[src/host_port_pkg.sv]
package host_port_pkg;
    localparam int ADDR_W = 6;
    localparam int DATA_W = 16;
    localparam int LANE_W = 8;
    // address bit roles
    localparam int FIFO_SEL_BIT = 5;
    localparam int ADDR_BIT0 = 0;
    localparam int ADDR_BIT1 = 1;
    // host offsets with special meaning in 8-bit mode
    localparam logic [ADDR_W-1:0] OFF_CMD_PAGE = 6'h00;
    localparam logic [ADDR_W-1:0] OFF_BURST_CHOICE = 6'h0D;
    localparam logic [ADDR_W-1:0] OFF_DATA_PORT = 6'h10;
    localparam logic [ADDR_W-1:0] OFF_UNUSED = 6'h11;
    localparam logic [ADDR_W-1:0] OFF_LOW_ONLY = 6'h1E;
    localparam logic [ADDR_W-1:0] OFF_RESET = 6'h1F;
    // command/page register fields
    localparam int PAGE_LSB = 6;
    localparam int PAGE_MSB = 7;
    localparam logic [1:0] PAGE_BURST = 2'h3;
    localparam int BCB_BIT = 0;
    // synchronised pin vector layout
    localparam int PIN_DATA_LSB = 0;
    localparam int PIN_ADDR_LSB = 16;
    localparam int PIN_WR = 22;
    localparam int PIN_RD = 23;
    localparam int PIN_CK = 24;
    localparam int PIN_CS = 25;
    localparam int PIN_RSTL = 26;
    localparam int PIN_W = 27;
    // packet word buffer
    localparam logic [1:0] FIFO_DEPTH = 2'h2;
    typedef enum logic [1:0] {ST_IDLE, ST_READ, ST_BURST, ST_WRITE} port_state_e;
endpackage

[src/host_port_lane_map_burst.sv]
`timescale 1ns/1ps
module host_port_lane_map_burst
(
    // system
    input wire logic clk,
    input wire logic rst,
    // host pins
    input wire logic [host_port_pkg::ADDR_W-1:0] host_addr,
    input wire logic read_strobe_low,
    input wire logic write_strobe_low,
    input wire logic [host_port_pkg::DATA_W-1:0] host_data_lanes_in,
    output logic [host_port_pkg::DATA_W-1:0] host_data_lanes_out,
    output logic host_data_lanes_oe,
    // reset and straps
    input wire logic hardware_reset_input_low,
    input wire logic strap_serial_select_pin,
    input wire logic strap_serial_clock_pin,
    // register file lookup
    output logic [host_port_pkg::ADDR_W-1:0] reg_rd_off_lo,
    output logic [host_port_pkg::ADDR_W-1:0] reg_rd_off_hi,
    input wire logic [host_port_pkg::LANE_W-1:0] reg_rd_data_lo,
    input wire logic [host_port_pkg::LANE_W-1:0] reg_rd_data_hi,
    // register write
    output logic reg_wr_stb,
    output logic [host_port_pkg::ADDR_W-1:0] reg_wr_off,
    output logic [host_port_pkg::LANE_W-1:0] reg_wr_data,
    // packet data port, read stream
    input wire logic dp_in_valid,
    input wire logic [host_port_pkg::DATA_W-1:0] dp_in_data,
    output logic dp_in_ready,
    // packet data port, write
    output logic dp_wr_stb,
    output logic [host_port_pkg::LANE_W-1:0] dp_wr_data,
    // status
    output logic ctrl_reset_pulse,
    output logic mode_8bit,
    output logic burst_active,
    output logic burst_toggle_bit_choice
);
    import host_port_pkg::*;

    typedef struct packed {
        logic [PIN_W-1:0] sync1;
        logic [PIN_W-1:0] sync2;
        logic [PIN_W-1:0] sync3;
        logic [PIN_W-1:0] pins;
        logic rstl_d;
        logic mode8;
        logic [1:0] page;
        logic burst_sel;
        port_state_e state;
        logic tog_d;
        logic oe;
        logic [DATA_W-1:0] rd_word;
        logic [1:0][DATA_W-1:0] fifo;
        logic [1:0] cnt;
        logic rd_idx;
        logic wr_idx;
        logic reg_wr;
        logic [ADDR_W-1:0] wr_off;
        logic [LANE_W-1:0] wr_data;
        logic dp_wr;
        logic soft_rst;
    } state_s;

    state_s q_r;
    state_s q_nxt;

    logic rstl;
    logic rd_n;
    logic wr_n;
    logic [ADDR_W-1:0] addr;
    logic [DATA_W-1:0] din;
    logic rstl_rise;
    logic tog_bit;
    logic have_word;
    logic [DATA_W-1:0] head;
    logic push;
    logic pop;
    logic read_go;
    logic write_go;
    logic write_done;

    // lane placement of a register read; the core already looks up N and N|1
    function automatic logic [DATA_W-1:0] lane_map(input logic [ADDR_W-1:0] a,
                                                   input logic [LANE_W-1:0] lo,
                                                   input logic [LANE_W-1:0] hi);
        logic [DATA_W-1:0] w;
        w = {hi, lo};
        if (a == OFF_UNUSED || a == OFF_RESET)
        begin
            w = '0;
        end
        else if (a == OFF_LOW_ONLY)
        begin
            w = {{LANE_W{1'b0}}, lo};
        end
        return w;
    endfunction

    assign rstl = q_r.pins[PIN_RSTL];
    assign rd_n = q_r.pins[PIN_RD];
    assign wr_n = q_r.pins[PIN_WR];
    assign addr = q_r.pins[PIN_ADDR_LSB +: ADDR_W];
    assign din = q_r.pins[PIN_DATA_LSB +: DATA_W];
    assign rstl_rise = rstl && !q_r.rstl_d;
    assign tog_bit = q_r.burst_sel ? addr[ADDR_BIT1] : addr[ADDR_BIT0];
    assign have_word = q_r.cnt != 2'h0;
    assign head = q_r.fifo[q_r.rd_idx];
    assign dp_in_ready = q_r.cnt != FIFO_DEPTH;
    assign push = dp_in_valid && dp_in_ready;
    assign read_go = q_r.state == ST_IDLE && q_r.mode8 && rstl && !rd_n;
    assign write_go = q_r.state == ST_IDLE && q_r.mode8 && rstl && rd_n && !wr_n;
    assign write_done = q_r.state == ST_WRITE && wr_n && rstl;
    // odd address looks up itself on both lanes
    assign reg_rd_off_lo = addr;
    assign reg_rd_off_hi = {addr[ADDR_W-1:1], 1'b1} & {{(ADDR_W-1){1'b1}}, ~addr[0]}
                           | addr;

    always_comb
    begin
        q_nxt = q_r;
        pop = 1'b0;
        q_nxt.sync1 = {hardware_reset_input_low, strap_serial_select_pin,
                       strap_serial_clock_pin, read_strobe_low, write_strobe_low,
                       host_addr, host_data_lanes_in};
        q_nxt.sync2 = q_r.sync1;
        q_nxt.sync3 = q_r.sync2;
        // a bit moves only once the second and third stages agree
        q_nxt.pins = (q_r.sync2 & ~(q_r.sync2 ^ q_r.sync3))
                     | (q_r.pins & (q_r.sync2 ^ q_r.sync3));
        q_nxt.rstl_d = rstl;
        q_nxt.reg_wr = 1'b0;
        q_nxt.dp_wr = 1'b0;
        q_nxt.soft_rst = 1'b0;
        if (rstl_rise)
        begin
            q_nxt.mode8 = q_r.pins[PIN_CS] & q_r.pins[PIN_CK];
        end
        case (q_r.state)
            ST_IDLE:
            begin
                if (read_go)
                begin
                    q_nxt.oe = 1'b1;
                    if (addr[FIFO_SEL_BIT])
                    begin
                        q_nxt.state = ST_BURST;
                        q_nxt.tog_d = tog_bit;
                        pop = have_word;
                        q_nxt.rd_word = have_word ? head : '0;
                    end
                    else
                    begin
                        q_nxt.state = ST_READ;
                        q_nxt.rd_word = lane_map(addr, reg_rd_data_lo, reg_rd_data_hi);
                        if (addr == OFF_DATA_PORT)
                        begin
                            pop = have_word;
                            q_nxt.rd_word = have_word ? head : '0;
                        end
                        q_nxt.soft_rst = addr == OFF_RESET;
                    end
                end
                else if (write_go)
                begin
                    q_nxt.state = ST_WRITE;
                    q_nxt.wr_off = addr;
                    q_nxt.wr_data = din[LANE_W-1:0];
                end
            end
            ST_READ:
            begin
                // the word stays put until the strobe rises: one access per pulse
                if (rd_n)
                begin
                    q_nxt.state = ST_IDLE;
                    q_nxt.oe = 1'b0;
                end
            end
            ST_BURST:
            begin
                if (rd_n)
                begin
                    q_nxt.state = ST_IDLE;
                    q_nxt.oe = 1'b0;
                end
                else if (tog_bit != q_r.tog_d)
                begin
                    // the strobe may stay low; only the address toggle marks a word
                    q_nxt.tog_d = tog_bit;
                    pop = have_word;
                    q_nxt.rd_word = have_word ? head : '0;
                end
            end
            ST_WRITE:
            begin
                if (!wr_n)
                begin
                    q_nxt.wr_off = addr;
                    q_nxt.wr_data = din[LANE_W-1:0];
                end
                else
                begin
                    q_nxt.state = ST_IDLE;
                    if (!q_r.wr_off[FIFO_SEL_BIT])
                    begin
                        if (q_r.wr_off == OFF_DATA_PORT)
                        begin
                            q_nxt.dp_wr = 1'b1;
                        end
                        else if (q_r.wr_off != OFF_UNUSED)
                        begin
                            q_nxt.reg_wr = 1'b1;
                        end
                        if (q_r.wr_off == OFF_CMD_PAGE)
                        begin
                            q_nxt.page = q_r.wr_data[PAGE_MSB:PAGE_LSB];
                        end
                        if (q_r.wr_off == OFF_BURST_CHOICE && q_r.page == PAGE_BURST)
                        begin
                            q_nxt.burst_sel = q_r.wr_data[BCB_BIT];
                        end
                    end
                end
            end
            default:
            begin
                q_nxt.state = ST_IDLE;
                q_nxt.oe = 1'b0;
            end
        endcase
        // two-entry word buffer between the packet stream and the host
        if (push)
        begin
            q_nxt.fifo[q_r.wr_idx] = dp_in_data;
            q_nxt.wr_idx = ~q_r.wr_idx;
        end
        if (pop)
        begin
            q_nxt.rd_idx = ~q_r.rd_idx;
        end
        q_nxt.cnt = q_r.cnt + {1'b0, push} - {1'b0, pop};
        // hardware reset held low: port goes quiet and page state is lost
        if (!rstl)
        begin
            q_nxt.state = ST_IDLE;
            q_nxt.oe = 1'b0;
            q_nxt.page = 2'h0;
            q_nxt.burst_sel = 1'b0;
        end
    end

    always_ff @(posedge clk or posedge rst)
    begin
        if (rst)
        begin
            q_r <= '0;
        end
        else
        begin
            q_r <= q_nxt;
        end
    end

    assign host_data_lanes_out = q_r.rd_word;
    assign host_data_lanes_oe = q_r.oe;
    assign reg_wr_stb = q_r.reg_wr;
    assign reg_wr_off = q_r.wr_off;
    assign reg_wr_data = q_r.wr_data;
    assign dp_wr_stb = q_r.dp_wr;
    assign dp_wr_data = q_r.wr_data;
    assign ctrl_reset_pulse = q_r.soft_rst;
    assign mode_8bit = q_r.mode8;
    assign burst_active = q_r.state == ST_BURST;
    assign burst_toggle_bit_choice = q_r.burst_sel;
endmodule // host_port_lane_map_burst

[config.mk]
export PLATFORM = sky130hd
export DESIGN_NAME = host_port_lane_map_burst
export DESIGN_NICKNAME = d
export VERILOG_FILES = /design/src/host_port_pkg.sv /design/src/host_port_lane_map_burst.sv
export SDC_FILE = /design/constraint.sdc
export NUM_CORES = 1
export LEC_CHECK = 0
export BUFFER_PORTS_ARGS = -buffer_cell sky130_fd_sc_hd__buf_2
export CORE_ASPECT_RATIO = 1.1
export CORE_MARGIN = 3
export CORE_UTILIZATION = 54
export CTS_CLUSTER_DIAMETER = 80
export DETAILED_ROUTE_END_ITERATION = 8
export PLACE_DENSITY = 0.8
export SYNTH_ARGS = -nofsm -noshare
export SYNTH_HDL_FRONTEND = slang
export SYNTH_SLANG_ARGS = --single-unit
[constraint.sdc]
create_clock -name clk -period 16.4 [get_ports clk]
set_input_delay 3.28 -clock clk [delete_from_list [all_inputs] [get_ports clk]]
set_output_delay 3.28 -clock clk [all_outputs]
set_load 0.05 [all_outputs]
Yosys cells after proc, flatten, opt, wreduce, memory -nomap -nowiden
Cells that the tools add are included.

$add $sub $neg: 2. Bitwise gates (word level): 11. Eq/ne operators: 30. Reductions and logical operators: 26. Muxes and demuxes: 55. Order comparisons: 3.

Operators by type and width (number): two-way mux 16 bit (10); bitwise AND 27 bit (2); two-way mux 14 bit (3); bitwise mux 32 bit (1); one-hot mux 16 bit (2 select lines) (1); == test 6 x 5 -> 1 bit, second input constant (5); one-hot mux 14 bit (2 select lines) (1); inverter 27 bit (1); bitwise OR 27 bit (1); XOR 27 bit (1); two-way mux 1 bit (24); two-way mux 18 bit (1); inequality test 2 bit, second input constant (9); demux 16 bit (select 1 bit) (1); AND reduction 4 bit (4); two-way mux 2 bit (5); two-way mux 5 bit (2); logical AND 1 bit (9); inequality test 3 bit, second input constant (3); inequality test 2 x 1 -> 1 bit, second input constant (4); bitwise AND 6 bit (1); == test 2 bit, second input constant (3); == test 6 x 4 -> 1 bit, second input constant (1); zero test 6 bit (1); other kinds (22) (33).

Output and inout bits: 58. Bits in registers: 186. Input bits: 62.

Depth between registers and ports, before layout
Gate-level depths: netlist (run 1).

Word-level depth: 9. Depth in mapped cells: 11.

Least setup slack after synthesis (run 1)
Ideal clock, no wire load.

Path type: input to register. Start point: in dp_in_valid. End point: reg q_r[21] in the netlist's numbering. Setup time: 0.125 ns. Stages: 4. Path buffers: 1. Required time: 16.275 ns. Slack: 11.946 ns. Arrival: 4.330 ns. Cell sequence: nand2_1 -> nor2_1 -> buf_2 -> mux2_2.

Word-level cells in the longest chain between the ends: 1.

Ends and longest elaborated chain: from (decl) (line host_port_lane_map_burst.sv:28) `input wire logic dp_in_valid,`; logical AND 1 bit (line host_port_lane_map_burst.sv:111) `assign push = dp_in_valid && dp_in_ready;`; to (signal assigned) (line host_port_lane_map_burst.sv:262) `q_r <= q_nxt;`; to (decl) (line host_port_lane_map_burst.sv:66) `state_s q_r;`.

Every way passes these cells. A chain may end at the register's enable or synchronous reset.

Worst setup path in the final report (run 1)
Start point: reg q_r[71] in the netlist's numbering. End point: out burst_active.

Word-level cells in the longest chain between the ends: 1.

Ends and longest elaborated chain: == test 2 bit (line host_port_lane_map_burst.sv:275) `assign burst_active = q_r.state == ST_BURST;`; to (decl) (line host_port_lane_map_burst.sv:37) `output logic burst_active,`.

Every way passes these cells.

==> results of run 1 <==
kinds of logic (layout without fill, tap and decap cells):
group	after synthesis	in the layout	share of synthesized area [%]
xor gates and xnor gates	4	4	0.5727
DFF	154	154	62.99
buffers and inverters	69	155	7.566
AOI/OAI and AO/OA	34	34	4.663
other	1	1	0.06129
muxes	85	85	16.20
adders and majority gates	24	24	4.131
and+or+nand+nor	39	39	3.825
worst min path at each step:
stage	end	slack [ns]	cells past startpoint
after detailed placement	q_nxt[105]	0.34	0
after CTS	q_nxt[112]	0.35	0
after global placement	q_nxt[112]	0.33	0
final	q_nxt[105]	0.35	0
after global routing	q_nxt[105]	0.35	0
after floorplan	q_nxt[105]	0.33	0
metal layers:
metal	up-vias	GRT usage [%]	part of all wire [%]
met4	0	6.156	1.3
met1	1672	25.02	45
met5	-	0	0
met2	72	28.54	49
met3	13	5.979	4.6
li1	1544	-	-
Yosys cell counts (all sizes together):
| master | number | area, sq um |
|---|---|---|
| and4 | 1 | 8.760 |
| conb | 1 | 3.750 |
| a21bo | 1 | 10.01 |
| a311oi | 1 | 15.01 |
| nor4b | 1 | 15.01 |
| and3 | 1 | 6.260 |
| o2bb2ai | 17 | 148.9 |
| mux2 | 62 | 735.7 |
| nand3 | 2 | 10.01 |
| a222oi | 1 | 10.01 |
| o31ai | 1 | 7.510 |
| buf | 58 | 421.7 |
| nand4 | 1 | 6.260 |
| o21ai | 5 | 36.29 |
| nor2b | 1 | 6.260 |
| nand2 | 7 | 26.28 |
| or3 | 1 | 6.260 |
| ha | 5 | 62.56 |
| nor3b | 1 | 7.510 |
| o22a | 1 | 8.760 |
| a41oi | 1 | 16.27 |
| and2 | 1 | 6.260 |
| dfrtp | 154 | 3854 |
| maj3 | 19 | 190.2 |
| nand4b | 2 | 17.52 |
| nor4 | 1 | 6.260 |
| or2 | 2 | 12.52 |
| a21oi | 5 | 25.02 |
| nand2b | 4 | 25.02 |
| clkbuf | 1 | 3.750 |
| xor2 | 1 | 8.760 |
| nor3 | 5 | 25.02 |
| o211ai | 1 | 7.510 |
| nand3b | 2 | 15.01 |
| inv | 10 | 37.54 |
| mux2i | 23 | 255.2 |
| or3b | 1 | 11.26 |
| or4 | 1 | 7.510 |
| xnor2 | 3 | 26.28 |
| nor2 | 4 | 15.01 |
report_power, final:
part           internal, mW  leakage, nW  switching [mW]  total [mW]
Combinational         0.197         1.19           0.318       0.515
Clock                 0.227        0.265           0.146       0.374
Sequential            0.479         1.84          0.0745       0.553
Total                 0.903         3.30           0.539        1.44
area by class of cell:
cell class | count | area share [%]
Inverter | 10 | 0.6048
Clock inverter | 10 | 1.725
Multi-Input combinational cell | 187 | 25.61
Clock buffer | 21 | 6.403
Timing Repair Buffer | 114 | 8.253
Tap cell | 147 | 2.615
Sequential cell | 154 | 54.78
per-stage QoR:
stage | util (%) | setup slack [ns] | hold slack (ns) | area (sq um)
floorplan | - | 8.970 | 0.3312 | 6118
CTS | 63.89 | 11.58 | 0.3472 | 7034
detailed placement | 58.69 | 11.45 | 0.3355 | 6462
global route | 63.89 | 11.51 | 0.3506 | 7034
global placement | 58.69 | 11.51 | 0.3330 | 6462
finish | 63.89 | 11.60 | 0.3468 | 7034
critical path: stages, from the launching register on:
cell	delay, ns
dfrtp_1	0.38
inv_1	0.11
ha_1	0.30
buf_2	0.31
==> run_results.csv, run 1 <==
group,metric,value,unit
outcome,run_status,"finished clean",
logic_synthesis,synth_cell_type_count,47,
power_and_ir_drop,power_density,204.9,nW/um^2
floorplan,floorplan.die.height,117.6,um
critical_path,worst-path-max-fanout,6,
critical_path,setup.worst_path.end,"burst_active",
logic_synthesis,synth-seq-cells,154,
cells_and_area,mostFrequentLayoutCells,"dfrtp_1, buf_2, mux2_2",
cells_and_area,layout-drive-gt1-share,42.14,%
grt,grt_antenna_before_repair,0,
floorplan,die_w,107.5,um
timing,slew_violations,0,
detailed_routing,detailedRoute.firstPassIterationCount,4,
timing,setup_viol_count_final,0,
detailed_routing,wire_length_reported_by_the_detailed_router,10630,um
cells_and_area,antenna_cells,0,
grt,grt_start_max_net_pins,90,
timing,achievable-frequency,208.4,MHz
critical_path,r2r-end,"q_r[20]",
detailed_routing,route.detailed.drc,0,
detailed_routing,drt-vias-per-instance,5.134,
detailed_routing,routed-via-count,3301,
critical_path,timing.critical_path.from,"q_r[71]",
critical_path,crit_required,13.12,ns
floorplan,pin_count,120,
grt,globalRouteOverflowTotal,0,
clock_tree,tritoncts,"built",
cells_and_area,register_area,3854,sq um
placement,dp_hpwl,7040,um
logic_synthesis,synth.avg_cell_area,14.92,sq um
timing,tns_setup,0,ns
clock_tree,cts_bufs_inserted,17,
cells_and_area,most_common_cell_after_layout_fill_and_taps_aside,"dfrtp_1",
power_and_ir_drop,vdd_ir_drop_max,0.0001177,V
clock_tree,cts_stage_hold_buffer_count,0,
detailed_routing,dr.first_iter.drc_count,112,
cells_and_area,post_layout_nonfiller_instances,643,
timing,period_needed,4.797,ns
worst_hold_path,timing.hold.worst.start,"q_nxt[132]",
detailed_routing,routed_wire_length_per_instance,16.53,um
power_and_ir_drop,static-leakage-power,3.301,nW
clock_tree,post_cts_resize_count,0,
floorplan,initial_standard_cell_utilization_of_the_core,55.57,%
clock_tree,skew_pair_late_insertion_delay,0.42,ns
cells_and_area,fillCellCount,839,
critical_path,critical_path_arrival,1.52,ns
timing,portion_of_the_clock_cycle_consumed_by_the_worst_path_in_the_final_layout,29.25,%
timing,max_slew_margin,30.00,%
critical_path,worst_setup_path_start_kind,"flip-flop",
placement,gpl.final_weighted_congestion,0.7178,
critical_path,timing.rr.start,"q_r[71]",
critical_path,worst-setup-path-type,"flip-flop to primary output",
placement,number_of_placed_instances_with_taps_included,612,
clock_tree,clkSinkCount,154,
grt,first_global_vias,3552,
timing,final_hold_viol_count,0,
grt,grt_pass1_wl,18130,um
timing,final.setup_skew,0.01029,ns
power_and_ir_drop,final_total_pwr,1.442,mW
logic_synthesis,synth-seq-area-share,62.99,%
clock_tree,cts_root_buf,"clkbuf_16",
run,maxCapViolCount,0,
timing,worst-slew-pin-transition,1.050,ns
logic_synthesis,synthCells,410,
floorplan,die_area,12650,sq um
critical_path,kind_of_end_point_of_the_critical_path,"primary output",
detailed_routing,postRouteAntennaNets,0,
placement,io_buffer_count,110,
clock_tree,cts_htree_levels,4,
floorplan,row_count,40,
clock_tree,count_of_buffers_added_by_post_cts_timing_repair_for_setup,0,
critical_path,ff2ff_setup_slack,13.95,ns
timing,rsz_0062_raised_after_global_routing,"false",
clock_tree,clk_pin_slew_worst_paths,0.06,ns
cells_and_area,multi_input_area,1802,sq um
cells_and_area,area_growth_from_synthesis_to_layout,14.97,%
floorplan,core_area,11010,sq um
logic_synthesis,synthesis.area,6118,sq um
cells_and_area,fin_nets,551,
logic_synthesis,syn_nets,477,
clock_tree,clock_tree.buffer_depth,2,
grt,grt_use_total,18.54,%
critical_path,worstRegToRegCells,10,
worst_hold_path,worstHoldPathType,"flip-flop to flip-flop",
logic_synthesis,synthesis.yosys.warnings,0,
(Power assumes the default switching activity.)
==> inputs of run 2 (changes only) <==
--- a/config.mk
+++ b/config.mk
@@ -5,6 +5,7 @@
 export SDC_FILE = /design/constraint.sdc
 export NUM_CORES = 1
 export LEC_CHECK = 0
+export ABC_AREA = 1
 export BUFFER_PORTS_ARGS = -buffer_cell sky130_fd_sc_hd__buf_2
 export CORE_ASPECT_RATIO = 1.1
 export CORE_MARGIN = 3
==> constraint.sdc (replaced) <==
create_clock -name clk -period 4.6 [get_ports clk]
set_input_delay 0.92 -clock clk [delete_from_list [all_inputs] [get_ports clk]]
set_output_delay 0.92 -clock clk [all_outputs]
set_load 0.05 [all_outputs]
==> run 2 against run 1 <==
Net effect: register-to-register slack worse by 12 ns; clock power rose to 3.6 times the previous value; via count is 32% higher; clock skew shrank 0.0032 ns; critical path type unchanged; largest power group unchanged; highest routed layer is now met5.
==> run_results.csv, run 2 <==
group,metric,value,unit
cells_and_area,antenna_cells,0,
timing,portion_of_the_clock_cycle_consumed_by_the_worst_path_in_the_final_layout,54.10,%
timing,hold_slack,0.3438,ns
timing,max_slew_margin,33.94,%
timing,final.setup_skew,0.007082,ns
grt,grt_antenna_before_repair,1,
cells_and_area,most_common_cell_after_layout_fill_and_taps_aside,"nand2_1",
cells_and_area,mostFrequentLayoutCells,"nand2_1, dfrtp_1, buf_2",
critical_path,crit_required,3.68,ns
detailed_routing,maxUsedRoutingLayer,"met5",
timing,final_hold_viol_count,0,
timing,rsz_0062_raised_after_global_routing,"false",
logic_synthesis,top_ff_cell_synth,"dfrtp_1",
logic_synthesis,synthCells,641,
logic_synthesis,synthSimpleGateAreaFrac,16.71,%
worst_hold_path,worst_hold_path.endpoint,"q_nxt[127]",
critical_path,worst_setup_path_start_kind,"flip-flop",
cells_and_area,fin_nets,773,
critical_path,worst-path-buf-inv,2,
logic_synthesis,synth.avg_cell_area,10.03,sq um
critical_path,critical_path_arrival,1.57,ns
power_and_ir_drop,power.share.combinational,36.3,%
timing,worst-slew-pin-transition,0.9881,ns
detailed_routing,routed-via-count,4343,
grt,grt_start_max_net_pins,135,
run,maxCapViolCount,0,
critical_path,worst-path-max-fanout,7,
critical_path,kind_of_end_point_of_the_critical_path,"primary output",
power_and_ir_drop,static-leakage-power,3.715,nW
critical_path,worst-setup-path-type,"flip-flop to primary output",
grt,grt_pass1_wl,20150,um
logic_synthesis,area_leader_netlist,"dfrtp_1",
detailed_routing,routed_wire_length_per_instance,14.03,um
worst_hold_path,timing.hold.worst.start,"q_nxt[154]",
floorplan,die_area,13250,sq um
outcome,run_status,"finished clean",
logic_synthesis,complex_gate_fraction_of_the_synthesized_area,7.808,%
detailed_routing,routedLengthMet1,5242,um
timing,achievable-frequency,401.8,MHz
placement,dp_hpwl,8338,um
critical_path,timing.critical_path.slowest_cell_delay,0.40,ns
cells_and_area,area_growth_from_synthesis_to_layout,13.92,%
logic_synthesis,synth.cells.most_frequent,"nand2_1, dfrtp_1, buf_4, inv_1",
detailed_routing,postRouteAntennaNets,0,
clock_tree,clock_tree.buffer_depth,2,
floorplan,initial_standard_cell_utilization_of_the_core,55.67,%
grt,grt_use_total,19.83,%
floorplan,core_area,11540,sq um
cells_and_area,layout-drive-gt1-share,24.48,%
floorplan,floorplan.die.height,120.4,um
logic_synthesis,syn_nets,708,
worst_hold_path,worstHoldPathType,"flip-flop to flip-flop",
detailed_routing,drt-vias-per-instance,4.998,
power_and_ir_drop,p_seq_share,37.3,%
cells_and_area,finalCoreUtilization,63.43,%
critical_path,crit_family,"buffers and inverters",
logic_synthesis,synth_cell_type_count,35,
power_and_ir_drop,final_total_pwr,5.158,mW
critical_path,r2r-end,"q_r[20]",
clock_tree,count_of_buffers_added_by_post_cts_timing_repair_for_setup,0,
floorplan,row_count,41,
critical_path,timing.critical_path.slowest_stage_cell,"dfrtp_1",
logic_synthesis,largest_family_of_logic_cells_by_synthesized_area,"simple AND/OR/NAND/NOR gates",
detailed_routing,route.detailed.drc,0,
critical_path,timing.critical_path.from,"q_r[71]",
logic_synthesis,synth-edff-count,0,
clock_tree,clk_pin_slew_worst_paths,0.07,ns
floorplan,pin_count,120,
critical_path,critical_path.cell_chain,"inv_1, ha_1, buf_2",
power_and_ir_drop,internal_power,2.998,mW
floorplan,die_w,110.0,um
clock_tree,clkSinkCount,154,
logic_synthesis,synthesis.yosys.warnings,0,
critical_path,ff2ff_setup_slack,2.39,ns
clock_tree,cts_stage_hold_buffer_count,0,
placement,io_buffer_count,110,
placement,gpl.final_weighted_congestion,0.8375,
logic_synthesis,fraction_of_registers_with_async_set_or_reset_after_synthesis,100.0,%
grt,globalRouteOverflowTotal,0,
critical_path,timing.rr.start,"q_r[71]",
clock_tree,post_cts_resize_count,0,
logic_synthesis,synth-seq-area-share,59.97,%
cells_and_area,fillCellCount,897,
clock_tree,skew_pair_late_insertion_delay,0.42,ns
clock_tree,tritoncts,"built",
logic_synthesis,synthesis.area,6426,sq um
detailed_routing,route.met2.wl,6010,um
timing,slew_violations,0,
logic_synthesis,synth-seq-cells,154,
timing,setup_viol_count_final,0,
critical_path,worstRegToRegCells,12,
logic_synthesis,synth.area.top_cells,"dfrtp_1, nand2_1, buf_4, maj3_1, inv_1",
power_and_ir_drop,power_density,704.6,nW/um^2
detailed_routing,dr.first_iter.drc_count,261,
clock_tree,cts_htree_levels,4,
logic_synthesis,synthXorXnorAreaFrac,0.2726,%
worst_hold_path,hold_depth,0,
clock_tree,cts_bufs_inserted,17,
logic_synthesis,synth.mux.area_fraction,1.051,%
clock_tree,cts_root_buf,"clkbuf_16",
detailed_routing,detailedRoute.firstPassIterationCount,4,
logic_synthesis,synth_adder_area_share,3.933,%
logic_synthesis,synthDominantCellAreaShare,59.97,%
timing,tns_setup,0,ns
logic_synthesis,synth.most_common_cell,"nand2_1",
timing,period_needed,2.489,ns
power_and_ir_drop,power.share.clock,26.4,%
power_and_ir_drop,switching_power,2.160,mW
detailed_routing,detailroute.wirelength.met3,703,um
power_and_ir_drop,switching_share,41.87,%
power_and_ir_drop,vdd_ir_drop_max,0.0003406,V
grt,first_global_vias,4187,
detailed_routing,wire_length_reported_by_the_detailed_router,12200,um
run 2: cell types whose count changed after synthesis, sizes merged, moves of 10 or more:
cell     delta
a21oi      +17
mux2i      -23
nand3      +24
o21ai      +44
o21a       +10
nand2     +181
nor2       +28
inv        +39
mux2       -56
o2bb2ai    -17
run 2: cell type report:
cell class	instances	area, sq um	share of cell area (%)
clock inverter	14	157.7	2.153
tap	150	187.7	2.564
clock buffer	18	439.2	5.999
inverter	49	187.7	2.564
timing repair buffer	112	578.1	7.896
multi-input combinational	372	1917	26.18
sequential	154	3854	52.64
run 2: worst max path at each step:
stage | to | slack, ns | cells past startpoint
2_1_floorplan | asynchronous set/reset pin | 1.74 | 1
3_3_place_gp | q_r[23] | 2.25 | 3
3_5_place_dp | q_r[27] | 2.21 | 3
4_1_cts | burst_active | 2.10 | 3
5_1_grt | burst_active | 2.04 | 3
6_report | burst_active | 2.11 | 3
run 2: cell families after synthesis:
family,after synthesis
DFF,154
other,1
muxes,6
AOI/OAI and AO/OA,84
buffers and inverters,115
and+or+nand+nor,255
xor gates and xnor gates,2
adders and majority gates,24
run 2: worst reg2reg max path, stage by stage, from the launching register on:
cell and delay [ns]:
dfrtp_1 0.40, inv_1 0.10, ha_1 0.39, nand2_2 0.15
nor2_4 0.14, nand2_4 0.12, inv_1 0.10, nand2_1 0.08
nand2_1 0.10, ha_1 0.22, inv_1 0.05, ha_1 0.15
xnor2_1 0.13
run 2: power groups by stage:
stage          registers, mW  clock network [mW]  logic, mW
3_5_place_dp            1.94                   0       1.87
3_3_place_gp            1.92                   0       1.82
2_1_floorplan           1.89                   0       1.75
4_1_cts                 1.92                1.39       1.88
6_report                1.93                1.36       1.87
5_1_grt                 1.97                1.45       2.05
run 2: through the flow:
stage,instances,setup WS (ns),instance area [sq um]
after floorplan,641,1.735,6430
after global placement,837,2.255,6724
after detailed placement,837,2.212,6724
after CTS,869,2.103,7321
after global routing,869,2.037,7321
final,869,2.111,7321
run 2: routing by layer:
layer	vias to the layer above	global-route usage [%]
met2	114	31.07
met5	-	0
met4	2	8.106
li1	2125	-
met1	2082	25.80
met3	20	5.820
==> inputs of run 3 (changes only) <==
==> constraint.sdc (replaced) <==
create_clock -name clk -period 2.5 [get_ports clk]
set_input_delay 0.5 -clock clk [delete_from_list [all_inputs] [get_ports clk]]
set_output_delay 0.5 -clock clk [all_outputs]
set_load 0.05 [all_outputs]
==> run 3 against run 2 <==
Net effect: utilization rose by 0.12 points; via count rose by 0.35%; largest cell class unchanged; setup slack got worse by 1.8 ns; die area did not move; sequential power rose by 82%; critical path type is now flip-flop to flip-flop; wire length rose by 3.7%.
==> run_results.csv, run 3 (synthesis results as in run 2) <==
group,metric,value,unit
critical_path,worst_setup_path_start_kind,"flip-flop",
cells_and_area,mostFrequentLayoutCells,"nand2_1, dfrtp_1, buf_2",
floorplan,floorplan.die.height,120.4,um
grt,first_global_vias,4481,
cells_and_area,area_growth_from_synthesis_to_layout,14.14,%
critical_path,crit_family,"adder cells",
clock_tree,cts_htree_levels,4,
placement,number_of_placed_instances_with_taps_included,840,
cells_and_area,finalInstanceArea,7335,sq um
power_and_ir_drop,p_seq_share,36.8,%
clock_tree,cts_bufs_inserted,17,
clock_tree,clkSinkCount,154,
grt,grt_start_max_net_pins,155,
detailed_routing,drt-vias-per-instance,4.998,
critical_path,worst-path-max-fanout,9,
power_and_ir_drop,switching_power,3.983,mW
detailed_routing,routed-via-count,4358,
timing,achievable-frequency,461.1,MHz
grt,grt_use_total,20.21,%
run,maxCapViolCount,0,
clock_tree,cts_root_buf,"clkbuf_16",
floorplan,die_area,13250,sq um
floorplan,pin_count,120,
timing,period_needed,2.169,ns
floorplan,die_w,110.0,um
power_and_ir_drop,static-leakage-power,3.730,nW
detailed_routing,postRouteAntennaNets,0,
clock_tree,cts_stage_hold_buffer_count,0,
timing,final_hold_viol_count,0,
grt,globalRouteOverflowTotal,0,
power_and_ir_drop,power.share.clock,26.4,%
floorplan,core_area,11540,sq um
cells_and_area,post_layout_nonfiller_instances,872,
power_and_ir_drop,power.share.combinational,36.9,%
timing,max_slew_margin,47.59,%
clock_tree,skew_pair_late_insertion_delay,0.42,ns
placement,gpl.final_weighted_congestion,0.8770,
critical_path,critical_path_arrival,2.51,ns
clock_tree,tritoncts,"built",
cells_and_area,fillCellCount,895,
cells_and_area,most_common_cell_after_layout_fill_and_taps_aside,"nand2_1",
placement,io_buffer_count,110,
detailed_routing,wire_length_reported_by_the_detailed_router,12650,um
timing,rsz_0062_raised_after_global_routing,"false",
cells_and_area,finalCoreUtilization,63.54,%
grt,grt_antenna_before_repair,1,
power_and_ir_drop,final_total_pwr,9.542,mW
power_and_ir_drop,vdd_ir_drop_max,0.0006358,V
floorplan,row_count,41,
cells_and_area,antenna_cells,0,
critical_path,worst-path-buf-inv,3,
grt,grt_pass1_wl,20650,um
placement,dp_hpwl,8498,um
critical_path,timing.critical_path.slowest_cell_delay,0.41,ns
clock_tree,count_of_buffers_added_by_post_cts_timing_repair_for_setup,0,
timing,portion_of_the_clock_cycle_consumed_by_the_worst_path_in_the_final_layout,86.75,%
clock_tree,clk_pin_slew_worst_paths,0.07,ns
detailed_routing,detailedRoute.firstPassIterationCount,6,
timing,worst-slew-pin-transition,0.7862,ns
cells_and_area,fin_nets,776,
timing,tns_setup,0,ns
timing,final.setup_skew,0.008012,ns
critical_path,crit_required,2.84,ns
power_and_ir_drop,switching_share,41.74,%
cells_and_area,layout-drive-gt1-share,24.79,%
power_and_ir_drop,internal_power,5.559,mW
detailed_routing,routed_wire_length_per_instance,14.50,um
critical_path,critical_path.cell_chain,"inv_1, ha_1, nand2_2, nor2_4, nand2_4, inv_1, nand2_1, nand2_1, ha_1, inv_1, ha_1, xnor2_1",
worst_hold_path,worstHoldPathType,"input port to flip-flop",
power_and_ir_drop,power_density,1301,nW/um^2
timing,setup_viol_count_final,0,
placement,post_dp_cell_area,6746,sq um
critical_path,timing.critical_path.slowest_stage_cell,"dfrtp_1",
clock_tree,clock_tree.buffer_depth,2,
detailed_routing,route.detailed.drc,0,
outcome,run_status,"finished clean",
clock_tree,post_cts_resize_count,0,
critical_path,worst-setup-path-type,"flip-flop to flip-flop",
floorplan,initial_standard_cell_utilization_of_the_core,55.67,%
critical_path,kind_of_end_point_of_the_critical_path,"flip-flop",
timing,slew_violations,0,
detailed_routing,dr.first_iter.drc_count,296,
[run 3: cell types whose count changed in the layout (fill, tap and decap cells not counted), sizes merged]
cell    change
buf         +3
clkbuf      +1
clkinv      -2
inv         +1
[run 3: worst paths after layout]
check	end	slack, ns	cells past startpoint	from
max in group asynchronous	host_data_lanes_oe	1.62	3	rst
setup reg to reg	q_r[20]	0.33	12	q_r[71]
setup / recovery	q_r[20]	0.33	12	q_r[71]
min in group asynchronous	q_r[35]	0.31	3	rst
hold / removal	q_nxt[133]	0.18	1	host_data_lanes_in[1]
hold reg to reg	q_nxt[129]	0.35	0	q_nxt[156]
[run 3: layout make-up]
type / count / area (sq um) / share of cell area (%)
Clock buffer: 19 / 452.9 / 6.175
Tap cell: 150 / 187.7 / 2.559
Sequential cell: 154 / 3854 / 52.54
Clock inverter: 13 / 135.1 / 1.842
Timing Repair Buffer: 115 / 600.6 / 8.188
Inverter: 49 / 187.7 / 2.559
Multi-Input combinational cell: 372 / 1917 / 26.13
[run 3: through the flow]
stage | hold slack, ns | worst slack, ns
2_1_floorplan | 0.3312 | 0.05508
3_3_place_gp | 0.3328 | 0.4650
3_5_place_dp | 0.3347 | 0.3541
4_1_cts | 0.1709 | 0.3374
5_1_grt | 0.1704 | 0.1952
6_report | 0.1836 | 0.3313
[run 3: routing by layer]
metal	global-route usage, %	part of all wire, %	vias to the layer above
met5	0	0.055	-
met4	8.262	2.4	2
met3	5.766	5.7	28
met2	32.74	49	113
met1	25.40	43	2076
li1	-	-	2139
[run 3: power by group through the flow]
stage | combinational [mW] | sequential, mW | clock (mW)
final | 3.52 | 3.51 | 2.51
after global placement | 3.41 | 3.50 | 0
after detailed placement | 3.50 | 3.54 | 0
after global routing | 3.87 | 3.58 | 2.66
after floorplan | 3.21 | 3.48 | 0
after CTS | 3.54 | 3.51 | 2.55
